==> config.mk <==
export PLATFORM = sky130hd
export DESIGN_NAME = uirq_top
export DESIGN_NICKNAME = d
export VERILOG_FILES = /design/src/logic/uirq_pkg.sv /design/src/logic/uirq_top.sv
export VERILOG_INCLUDE_DIRS = /design/src /design/src/logic
export SDC_FILE = /design/constraint.sdc
export NUM_CORES = 1
export LEC_CHECK = 0
export BUFFER_PORTS_ARGS = -buffer_cell sky130_fd_sc_hd__buf_2
export CORE_MARGIN = 2
export CORE_UTILIZATION = 47
export DETAILED_ROUTE_END_ITERATION = 6
export HOLD_SLACK_MARGIN = 0.03
export PLACE_DENSITY = 0.8
export SLEW_MARGIN = 30
export SYNTH_ARGS = -nofsm -noshare
export SYNTH_HDL_FRONTEND = slang
export SYNTH_SLANG_ARGS = --single-unit
==> constraint.sdc <==
create_clock -name clk -period 2.2 [get_ports clk]
set_input_delay 0.44 -clock clk [delete_from_list [all_inputs] [get_ports clk]]
set_output_delay 0.44 -clock clk [all_outputs]
set_load 0.1 [all_outputs]
==> src/logic/uirq_defs.svh <==
// Offsets, field positions and reset values of the serial port interrupt block
`ifndef UIRQ_DEFS_SVH
`define UIRQ_DEFS_SVH
`define UIRQ_OFF_CTRL   12'h000
`define UIRQ_OFF_IE     12'h004
`define UIRQ_OFF_STAT   12'h008
`define UIRQ_OFF_EVENT  12'h00c
`define UIRQ_OFF_IMASK  12'h010
`define UIRQ_OFF_TXBUF  12'h014
`define UIRQ_OFF_RXBUF  12'h018
// Control register fields
`define UIRQ_CTRL_SWRST   0
`define UIRQ_CTRL_DORM    1
`define UIRQ_CTRL_BRKIE   2
`define UIRQ_CTRL_RXEIE   3
`define UIRQ_CTRL_MODE_LO 4
`define UIRQ_CTRL_MODE_HI 5
`define UIRQ_CTRL_SMSEL   6
`define UIRQ_CTRL_GIE     7
`define UIRQ_CTRL_RESET   8'h01
// Interrupt enable fields
`define UIRQ_IE_RX 0
`define UIRQ_IE_TX 1
// Status fields
`define UIRQ_ST_RX   0
`define UIRQ_ST_TX   1
`define UIRQ_ST_BRK  2
`define UIRQ_ST_CREQ 3
// Sticky event fields
`define UIRQ_EV_RX  0
`define UIRQ_EV_TX  1
`define UIRQ_EV_BRK 2
`define UIRQ_EV_W   3
`endif

==> src/logic/uirq_pkg.sv <==
// Types shared by the serial port interrupt block
package uirq_pkg;
    typedef enum logic [1:0]
    {
        UIRQ_MODE_PLAIN = 2'b00,
        UIRQ_MODE_IDLE  = 2'b01,
        UIRQ_MODE_ADDR  = 2'b10,
        UIRQ_MODE_AUTO  = 2'b11
    } uirq_mode_type;

    typedef struct packed
    {
        logic       done;
        logic       is_error;
        logic       is_addr;
        logic       is_break;
        logic [7:0] data;
    } uirq_rx_type;

    typedef struct packed
    {
        logic tx_shifting;
        logic rx_active;
        logic tx_pending;
    } uirq_busy_type;

    typedef enum logic [1:0]
    {
        UIRQ_CLK_IDLE  = 2'b00,
        UIRQ_CLK_FORCE = 2'b01,
        UIRQ_CLK_DRAIN = 2'b11
    } uirq_clk_type;
endpackage

==> src/logic/uirq_top.sv <==
// Interrupt flags, APB registers and clock request of one serial port
//
// Implementation choices: the APB register port and the placing of the registers.
`timescale 1ns/1ns
`default_nettype none
`include "uirq_defs.svh"

// Summary of operation
// - Force sub-main clock on when selected, stopped and needed by the port.
// - Hold forced request until idle, then clock-source bits rule again.
// - Never request the auxiliary clock automatically.
// - Forced clock drives a device-wide clock-on output.
// - Three request outputs: one transmit, one receive, one summary of the masked sticky events.
// - Transmit flag set when buffer free; request needs enable and global.
// - Writing the transmit buffer clears the transmit flag.
// - Power-up clear or soft reset sets tx flag, clears tx enable.
// - Rx flag set per loaded character; request needs enable and global.
// - Power-up clear or soft reset clears rx flag and rx enable.
// - Reading the receive buffer clears the receive flag.
// - With error enable off, erroneous characters do not set rx flag.
// - Dormant: only address chars in multiprocessor modes, none in plain.
// - Break enable set: break sets break status and receive flag.
// - Rx flags of both ports merge to one request, tx flags to another.
module uirq_top
    import uirq_pkg::*;
(
    input  wire logic          clk,
    input  wire logic          reset,
    input  wire logic          psel,
    input  wire logic          penable,
    input  wire logic          pwrite,
    input  wire logic [11:0]   paddr,
    input  wire logic [31:0]   pwdata,
    output logic      [31:0]   prdata,
    output logic               pready,
    output logic               pslverr,
    input  wire uirq_rx_type   rx_char,
    input  wire logic          tx_buffer_free,
    input  wire uirq_busy_type busy,
    input  wire logic          sub_main_clock_stopped,
    input  wire logic          companion_rx_flag,
    input  wire logic          companion_tx_flag,
    output logic      [7:0]    tx_buffer,
    output logic               tx_load,
    output logic               rx_irq,
    output logic               tx_irq,
    output logic               sub_main_clock_force,
    output logic               irq
);

    logic [7:0]              ctrl_q;
    logic [1:0]              ie_q;
    logic                    rx_flag_q;
    logic                    tx_flag_q;
    logic                    brk_q;
    logic [7:0]              rx_buffer_q;
    logic [`UIRQ_EV_W-1:0]   event_q;
    logic [`UIRQ_EV_W-1:0]   imask_q;
    uirq_clk_type            clk_state_q;
    logic                    wr_en;
    logic                    rd_en;
    logic                    swrst;
    logic                    rx_ok;
    logic                    brk_set;
    logic                    rx_set;
    logic                    tx_set;
    logic                    port_busy;
    logic                    global_irq_enable;
    logic                    rx_flag_clr;
    logic                    tx_flag_clr;
    uirq_mode_type           mode;

    // ------------------------------------------------------------
    // Bus decode
    // ------------------------------------------------------------
    // Zero wait states: every access completes in its first access cycle
    assign wr_en = psel && penable && pwrite;
    assign rd_en = psel && penable && !pwrite;
    assign swrst = ctrl_q[`UIRQ_CTRL_SWRST];
    assign global_irq_enable = ctrl_q[`UIRQ_CTRL_GIE];
    assign mode = uirq_mode_type'(ctrl_q[`UIRQ_CTRL_MODE_HI:`UIRQ_CTRL_MODE_LO]);

    always_ff @(posedge clk or posedge reset)
    begin
        if (reset)
        begin
            ctrl_q <= `UIRQ_CTRL_RESET;
        end
        else if (wr_en && paddr == `UIRQ_OFF_CTRL)
        begin
            ctrl_q <= pwdata[7:0];
        end
    end

    always_ff @(posedge clk or posedge reset)
    begin
        if (reset)
        begin
            ie_q <= 2'h0;
        end
        else if (swrst)
        begin
            ie_q <= 2'h0;
        end
        else if (wr_en && paddr == `UIRQ_OFF_IE)
        begin
            ie_q <= pwdata[1:0];
        end
    end

    always_ff @(posedge clk or posedge reset)
    begin
        if (reset)
        begin
            imask_q <= '0;
        end
        else if (wr_en && paddr == `UIRQ_OFF_IMASK)
        begin
            imask_q <= pwdata[`UIRQ_EV_W-1:0];
        end
    end

    // ------------------------------------------------------------
    // Receive filtering
    // ------------------------------------------------------------
    always_comb
    begin
        rx_ok = rx_char.done && !rx_char.is_break;
        if (rx_char.is_error && !ctrl_q[`UIRQ_CTRL_RXEIE])
        begin
            rx_ok = 1'b0;
        end
        if (ctrl_q[`UIRQ_CTRL_DORM])
        begin
            if (mode == UIRQ_MODE_PLAIN || !rx_char.is_addr)
            begin
                rx_ok = 1'b0;
            end
        end
    end

    assign brk_set = rx_char.done && rx_char.is_break
                     && ctrl_q[`UIRQ_CTRL_BRKIE] && !swrst;
    assign rx_set = (rx_ok || brk_set) && !swrst;
    assign tx_set = tx_buffer_free && !tx_load;
    assign rx_flag_clr = rd_en && paddr == `UIRQ_OFF_RXBUF;
    assign tx_flag_clr = wr_en && paddr == `UIRQ_OFF_TXBUF;

    always_ff @(posedge clk or posedge reset)
    begin
        if (reset)
        begin
            rx_buffer_q <= 8'h00;
        end
        else if (rx_ok && !swrst)
        begin
            rx_buffer_q <= rx_char.data;
        end
    end

    // ------------------------------------------------------------
    // Interrupt flags
    // ------------------------------------------------------------
    // A new character in the same cycle as the read keeps the flag set
    always_ff @(posedge clk or posedge reset)
    begin
        if (reset)
        begin
            rx_flag_q <= 1'b0;
        end
        else if (swrst)
        begin
            rx_flag_q <= 1'b0;
        end
        else if (rx_set)
        begin
            rx_flag_q <= 1'b1;
        end
        else if (rx_flag_clr)
        begin
            rx_flag_q <= 1'b0;
        end
    end

    always_ff @(posedge clk or posedge reset)
    begin
        if (reset)
        begin
            tx_flag_q <= 1'b1;
        end
        else if (swrst)
        begin
            tx_flag_q <= 1'b1;
        end
        else if (tx_flag_clr)
        begin
            tx_flag_q <= 1'b0;
        end
        else if (tx_set)
        begin
            tx_flag_q <= 1'b1;
        end
    end

    always_ff @(posedge clk or posedge reset)
    begin
        if (reset)
        begin
            brk_q <= 1'b0;
        end
        else if (swrst)
        begin
            brk_q <= 1'b0;
        end
        else if (brk_set)
        begin
            brk_q <= 1'b1;
        end
        else if (rx_flag_clr)
        begin
            brk_q <= 1'b0;
        end
    end

    always_ff @(posedge clk or posedge reset)
    begin
        if (reset)
        begin
            tx_buffer <= 8'h00;
            tx_load   <= 1'b0;
        end
        else
        begin
            tx_load <= tx_flag_clr && !swrst;
            if (tx_flag_clr && !swrst)
            begin
                tx_buffer <= pwdata[7:0];
            end
        end
    end

    // Two request outputs, each shared with the companion port
    always_ff @(posedge clk or posedge reset)
    begin
        if (reset)
        begin
            rx_irq <= 1'b0;
            tx_irq <= 1'b0;
        end
        else
        begin
            rx_irq <= (rx_flag_q && ie_q[`UIRQ_IE_RX] && global_irq_enable)
                      || companion_rx_flag;
            tx_irq <= (tx_flag_q && ie_q[`UIRQ_IE_TX] && global_irq_enable)
                      || companion_tx_flag;
        end
    end

    // ------------------------------------------------------------
    // Sticky events for the summary interrupt
    // ------------------------------------------------------------
    genvar gi;
    logic [`UIRQ_EV_W-1:0] ev_set;
    assign ev_set[`UIRQ_EV_RX]  = rx_set;
    assign ev_set[`UIRQ_EV_TX]  = tx_set && !tx_flag_q && !swrst;
    assign ev_set[`UIRQ_EV_BRK] = brk_set;
    generate
        for (gi = 0; gi < `UIRQ_EV_W; gi = gi + 1)
        begin : g_ev
            always_ff @(posedge clk or posedge reset)
            begin
                if (reset)
                begin
                    event_q[gi] <= 1'b0;
                end
                else if (ev_set[gi])
                begin
                    event_q[gi] <= 1'b1;
                end
                else if (wr_en && paddr == `UIRQ_OFF_EVENT && pwdata[gi])
                begin
                    event_q[gi] <= 1'b0;
                end
            end
        end
    endgenerate

    always_ff @(posedge clk or posedge reset)
    begin
        if (reset)
        begin
            irq <= 1'b0;
        end
        else
        begin
            irq <= |(event_q & imask_q);
        end
    end

    // ------------------------------------------------------------
    // Clock request
    // ------------------------------------------------------------
    // Only the sub-main clock can be forced; the auxiliary source gets
    // no request at all, so a stopped auxiliary clock stalls the port.
    assign port_busy = busy.tx_shifting || busy.rx_active
                       || busy.tx_pending;

    always_ff @(posedge clk or posedge reset)
    begin
        if (reset)
        begin
            clk_state_q <= UIRQ_CLK_IDLE;
        end
        else
        begin
            case (clk_state_q)
                UIRQ_CLK_IDLE:
                begin
                    if (port_busy && ctrl_q[`UIRQ_CTRL_SMSEL]
                        && sub_main_clock_stopped)
                    begin
                        clk_state_q <= UIRQ_CLK_FORCE;
                    end
                end
                UIRQ_CLK_FORCE:
                begin
                    if (!port_busy)
                    begin
                        clk_state_q <= UIRQ_CLK_DRAIN;
                    end
                end
                UIRQ_CLK_DRAIN:
                begin
                    if (port_busy)
                    begin
                        clk_state_q <= UIRQ_CLK_FORCE;
                    end
                    else
                    begin
                        clk_state_q <= UIRQ_CLK_IDLE;
                    end
                end
                default:
                begin
                    clk_state_q <= UIRQ_CLK_IDLE;
                end
            endcase
        end
    end

    // Output is device-wide: other users of the clock see it run too
    always_ff @(posedge clk or posedge reset)
    begin
        if (reset)
        begin
            sub_main_clock_force <= 1'b0;
        end
        else
        begin
            sub_main_clock_force <= (clk_state_q == UIRQ_CLK_FORCE);
        end
    end

    // ------------------------------------------------------------
    // Read back
    // ------------------------------------------------------------
    always_ff @(posedge clk or posedge reset)
    begin
        if (reset)
        begin
            prdata  <= 32'h0;
            pready  <= 1'b0;
            pslverr <= 1'b0;
        end
        else
        begin
            pready  <= psel && !penable;
            pslverr <= 1'b0;
            prdata  <= 32'h0;
            if (psel && !penable && !pwrite)
            begin
                case (paddr)
                    `UIRQ_OFF_CTRL:  prdata <= {24'h0, ctrl_q};
                    `UIRQ_OFF_IE:    prdata <= {30'h0, ie_q};
                    `UIRQ_OFF_STAT:  prdata <= {28'h0,
                        clk_state_q == UIRQ_CLK_FORCE, brk_q,
                        tx_flag_q, rx_flag_q};
                    `UIRQ_OFF_EVENT: prdata <= {29'h0, event_q};
                    `UIRQ_OFF_IMASK: prdata <= {29'h0, imask_q};
                    `UIRQ_OFF_TXBUF: prdata <= {24'h0, tx_buffer};
                    `UIRQ_OFF_RXBUF: prdata <= {24'h0, rx_buffer_q};
                    default:         prdata <= 32'h0;
                endcase
            end
            if (psel && !penable && paddr > `UIRQ_OFF_RXBUF)
            begin
                pslverr <= 1'b1;
            end
        end
    end

    // ------------------------------------------------------------
    // Assertions
    // ------------------------------------------------------------
    property p_txclr;
        @(posedge clk) disable iff (reset)
        (wr_en && paddr == `UIRQ_OFF_TXBUF && !swrst) |=> !tx_flag_q;
    endproperty
    a_txclr: assert property (p_txclr) else $error("tx flag kept");

    property p_rxclr;
        @(posedge clk) disable iff (reset)
        (rx_flag_clr && !rx_set) |=> !rx_flag_q;
    endproperty
    a_rxclr: assert property (p_rxclr) else $error("rx flag kept");

    property p_swrst;
        @(posedge clk) disable iff (reset)
        swrst |=> (tx_flag_q && !rx_flag_q && ie_q == 2'h0);
    endproperty
    a_swrst: assert property (p_swrst) else $error("bad reset");

    property p_err;
        @(posedge clk) disable iff (reset)
        (rx_char.done && rx_char.is_error && !rx_char.is_break
         && !ctrl_q[`UIRQ_CTRL_RXEIE] && !rx_flag_q) |=> !rx_flag_q;
    endproperty
    a_err: assert property (p_err) else $error("error char flagged");

    property p_dorm;
        @(posedge clk) disable iff (reset)
        (rx_char.done && !rx_char.is_break && ctrl_q[`UIRQ_CTRL_DORM]
         && mode == UIRQ_MODE_PLAIN && !rx_flag_q) |=> !rx_flag_q;
    endproperty
    a_dorm: assert property (p_dorm) else $error("dormant flagged");

    property p_brk;
        @(posedge clk) disable iff (reset)
        (brk_set && !swrst) |=> (brk_q && rx_flag_q);
    endproperty
    a_brk: assert property (p_brk) else $error("break not flagged");

    property p_rxirq;
        @(posedge clk) disable iff (reset)
        (rx_flag_q && ie_q[`UIRQ_IE_RX] && global_irq_enable) |=> rx_irq;
    endproperty
    a_rxirq: assert property (p_rxirq) else $error("no rx irq");

    property p_txirq;
        @(posedge clk) disable iff (reset)
        (!global_irq_enable && !companion_tx_flag) |=> !tx_irq;
    endproperty
    a_txirq: assert property (p_txirq) else $error("tx irq no gie");

    property p_force;
        @(posedge clk) disable iff (reset)
        (clk_state_q == UIRQ_CLK_FORCE && port_busy) |=>
            sub_main_clock_force;
    endproperty
    a_force: assert property (p_force) else $error("force off");

    property p_aux;
        @(posedge clk) disable iff (reset)
        (clk_state_q == UIRQ_CLK_IDLE && !ctrl_q[`UIRQ_CTRL_SMSEL])
            |=> clk_state_q == UIRQ_CLK_IDLE;
    endproperty
    a_aux: assert property (p_aux) else $error("aux clock requested");

endmodule
`default_nettype wire

### Word-level counts from Yosys, hierarchy flattened

Cells that the tools add are included.

| storage, ports and cells | value |
|---|---|
| flip-flop bits (word level) | 76 |
| output and inout bits | 47 |
| word-level logic and storage cells | 116 |

| operators by class | value |
|---|---|
| magnitude comparators | 1 |
| equal/unequal tests | 10 |
| multiplexer cells | 26 |
| bitwise logic cells | 1 |
| reduce and logical (&&, ||, !) cells | 58 |

Operator list:

| cell | count |
|---|---|
| one-hot mux 8 bit (7 select lines) | 1 |
| equality test 12 x 5 -> 1 bit, second input constant | 3 |
| logical AND 1 bit | 32 |
| equality test 12 x 4 -> 1 bit, second input constant | 2 |
| two-way mux 1 bit | 19 |
| equality test 12 x 3 -> 1 bit, second input constant | 1 |
| greater-than comparator 12 x 5 -> 1 bit, second input constant | 1 |
| zero test 12 bit | 1 |
| nonzero test 3 bit | 3 |
| zero test 1 bit | 8 |
| two-way mux 2 bit | 4 |
| two-way mux 8 bit | 1 |
| nonzero test 2 bit | 4 |
| logical OR 1 bit | 6 |
| one-hot mux 2 bit (3 select lines) | 1 |
| zero test 2 bit | 2 |
| != test 2 bit, second input constant | 2 |
| AND 3 bit | 1 |
| OR reduction 3 bit | 1 |
| equality test 2 x 1 -> 1 bit, second input constant | 1 |
| equality test 2 bit, second input constant | 1 |
| AND reduction 2 bit | 1 |

### Depth between registers and ports, before layout

| logic depth | value |
|---|---|
| depth in word-level cells | 9 |
| mapped depth | 6 |
| mapped depth without buffers | 4 |

### Worst setup path before layout

No wires, ideal clock.

| timing | value |
|---|---|
| path type | input-to-reg |
| start point | in paddr[9] |
| end point | reg tx_buffer[5] |
| arrival time | 2244 ps |
| data required time | 2074 ps |
| setup slack | -169 ps |
| cell stages on the path | 6 |
| path through | or4_4 -> or2_0 -> buf_2 -> or4_4 -> buf_6 -> mux2_4 |

| on the way | value |
|---|---|
| longest elaborated chain between the ends | 3 |

RTL lines:

| element | line | RTL |
|---|---|---|
| start: declaration | uirq_top.sv:32 | `input wire logic [11:0] paddr,` |
| equality test 12 x 5 -> 1 bit | n/a |  |
| logical AND 1 bit (no line) | n/a |  |
| logical AND 1 bit | uirq_top.sv:235 | `if (tx_flag_clr && !swrst)` |
| end signal: assignment | uirq_top.sv:237 | `tx_buffer <= pwdata[7:0];` |
| end: declaration | uirq_top.sv:43 | `output logic [7:0] tx_buffer,` |

No other way between the ends.
A chain may end at the register's enable or synchronous reset.

### Final worst setup path

| timing | value |
|---|---|
| start point | in paddr[9] |
| end point | reg tx_buffer[3] |

The elaborated chain is that of the path after synthesis.

==> qor.txt <==
Clock Sink Count = 52
Leakage power = 1.58 nW
Setup crit end kind = register
Met2 Wirelength = 2.62 mm
Iter 0 DRT Violations = 201
Min Tclk post-route = 2070 ps
Yosys reg bits = 52
RR Endpoint = rx_buffer_q[0]$_DFFE_PP0P_
Wire per inst = 14.9 microns
Final setup viols = 0
Mapped cell area = 2580 sq um
RSZ-0062 raised after global routing = no
Final nets = 368
Clock Latency Late Sink = 300 ps
Max cap viols = 0
CP max FO = 8
Top Layer Used = met4
Via count = 1942
Pre-CTS setup slack = -190 ps
Clock buffer count from CTS = 5
Die H = 78.0 microns
Layout cells sized above 1 = 0.435
Design area = 3110 sq um
FF-to-FF path depth = 4
Postcts setup bufs = 0
Main synth FF type = dfrtp_1
Mux contribution to synthesized area = 0.161
Area delta synth->final = 20.5%
Most frequent cells in the layout = 66 x buf_2, 50 x dfrtp_1, 24 x conb_1
H-tree depth = 2
Initial Util = 0.495
Req. time, crit path = 2400 ps
Most common cell after layout, fill and taps aside = buf_2
Die Span X = 78.0 microns
First-pass GRT wire length = 9.07 mm
Drt first pass iters = 5
Yosys warning count = 0
Gpl congestion = 0.839
IO buf count = 66
Power consumption = 0.00204 W
Total core area = 5200 sq um
Post-Synth Adder-Cell Area = 0
Setup ws final = 128 ps
Final hold viol count = 0
Antenna Cells = 0
ANT nets after route = 0
Max frequency = 483 MHz
Io pins = 115
Worst rel slew slack = 0.607
Outcome = complete, no violations
Sequential area share after synthesis = 0.506
Placed Cells = 363
Worst path arrival time = 2270 ps
Largest family of logic cells by synthesized area = multiplexers
Post-synthesis compound-gate area fraction = 0.105
Startpoint types = input port
Clock Tree Buf Depth = 2
Aggregate global routing overflow = 0
# hold bufs at CTS = 0
Die footprint = 6090 sq um
Final HPWL DP = 4.19 mm
Avg Synthesized Cell Area = 11.7 sq um
Clk slew on worst S/H paths = 90 ps
DR vias/cell = 5.23
Root buf cell = clkbuf_8
Worst r2r src = ctrl_q[0]$_DFFE_PP1P_
Async set or reset register ratio after synthesis = 1.00
IR drop worst, VDD = 436 uV
Initial antenna violation count = 0
Synth cell types = 44
Post-Synth XOR/XNOR Area = 0
Rows = 26
Fill cells = 440
CTS tree = built
Gate Count Post-Synth = 220
CTS resizes = 0
Pwr Density = 657 nW/um^2
Worst-margin pin slew = 588 ps
Final worst-path cycle share = 0.942
Final Non-Filler Cells = 371
Routed wire length on met3 = 439 microns
Slew Viols, Final = 0
Routed WL = 5.54 mm
Synth Area in Simple Gates = 0.131
Setup Skew = 6.74 ps
FF+latch area = 1300 sq um
HP Class = in -> async
Vias in the first global route = 1829
GRT Resource Usage Total = 0.190
Largest net degree at the start of global routing = 28
Kind of critical path = in -> reg
Worst R2R Setup Slack = 480 ps
Post-synth EDFFs = 0
Drt drc = 0
Met1 Wirelength = 2.41 mm
Multi-input gate area = 1110 sq um
Placed cell areas = 2990 sq um
## worst max-delay path: stages
cell and delay [ps]:
buf_2 100, or4_4 530, or2_0 240, or4_4 620, mux2_4 340
## per-stage QoR
step           hold WS, ps  TNS [ps]  utilization
3_3_place_gp           475     -3290        0.575
3_5_place_dp           494     -3280        0.575
4_1_cts                209         0        0.597
6_report               187         0        0.597
2_1_floorplan          452     -1290            -
5_1_grt                230         0        0.597
## cell type report
class                           count  area share
Sequential cell                    52       0.420
Multi-Input combinational cell    152       0.359
Timing Repair Buffer               82       0.149
Tap cell                           70      0.0282
Clock buffer                        5      0.0222
Clock inverter                      3      0.0137
Inverter                            7     0.00846
## sequential cells by signal (all words and copies together), names as in the netlist
signal and cells:
imask_q 3, pready 1, pslverr 1, irq 1, brk_q 1, tx_buffer 8, tx_flag_q 1, tx_irq 1
sub_main_clock_force 1, ctrl_q 8, ie_q 2, rx_flag_q 1, rx_irq 1, prdata 8, event_q 3, rx_buffer_q 8
tx_load 1, clk_state_q 2
## power breakdown
part / internal (W) / switching, W / leakage (nW) / total [W]
clock network: 0.000337 / 0.000316 / 0.0541 / 0.000653
logic: 0.0000855 / 0.000294 / 0.850 / 0.000379
registers: 0.000990 / 0.0000183 / 0.678 / 0.00101
## synth_stat cells (2+ instances only)
cell | number | share of area
o41ai_1 | 3 | 0.010
nand3_1 | 2 | 0.0039
dfrtp_1 | 50 | 0.49
nand2_1 | 10 | 0.015
o22ai_1 | 2 | 0.0049
nand2b_1 | 5 | 0.012
or4_4 | 2 | 0.0087
nor2b_1 | 4 | 0.0097
mux2i_1 | 7 | 0.027
nor3b_1 | 2 | 0.0058
inv_1 | 7 | 0.010
nor3_1 | 2 | 0.0039
clkbuf_1 | 5 | 0.0073
mux2_2 | 20 | 0.087
buf_4 | 24 | 0.070
or3_1 | 2 | 0.0049
nor4_1 | 3 | 0.0073
o21ai_0 | 4 | 0.0078
nor2_1 | 11 | 0.016
a31o_2 | 2 | 0.0068
a22o_1 | 5 | 0.017
mux2_4 | 8 | 0.047
and2_1 | 3 | 0.0073
or4_1 | 2 | 0.0058
o31ai_1 | 4 | 0.012
dfstp_2 | 2 | 0.020
a21oi_1 | 9 | 0.017
a22oi_1 | 4 | 0.012
## per-layer routing
metal	track usage	up-vias
li1	-	903
met3	0.0379	8
met4	0.0456	0
met2	0.291	92
met5	0	-
met1	0.279	939
## kinds of logic (layout without fill, tap and decap cells)
logic type / Yosys count / after routing
mux: 35 / 35
buf+inv: 39 / 97
other cells: 1 / 24
compound gates: 37 / 37
flops: 52 / 52
simple gates: 56 / 56
## worst max path at each step
stage,startpoint,to,slack [ps],cells after the start
finish,paddr[9],tx_buffer[3]$_DFFE_PP0P_,130,5
global route,paddr[9],event_q[1]$_DFFE_PP0P_,70,7
CTS,paddr[9],tx_buffer[3]$_DFFE_PP0P_,130,5
detailed placement,paddr[9],tx_buffer[3]$_DFFE_PP0P_,-190,5
global placement,paddr[9],tx_buffer[5]$_DFFE_PP0P_,-190,5
floorplan,paddr[9],tx_buffer[5]$_DFFE_PP0P_,-160,6
Power figures use the tool's default switching activity.
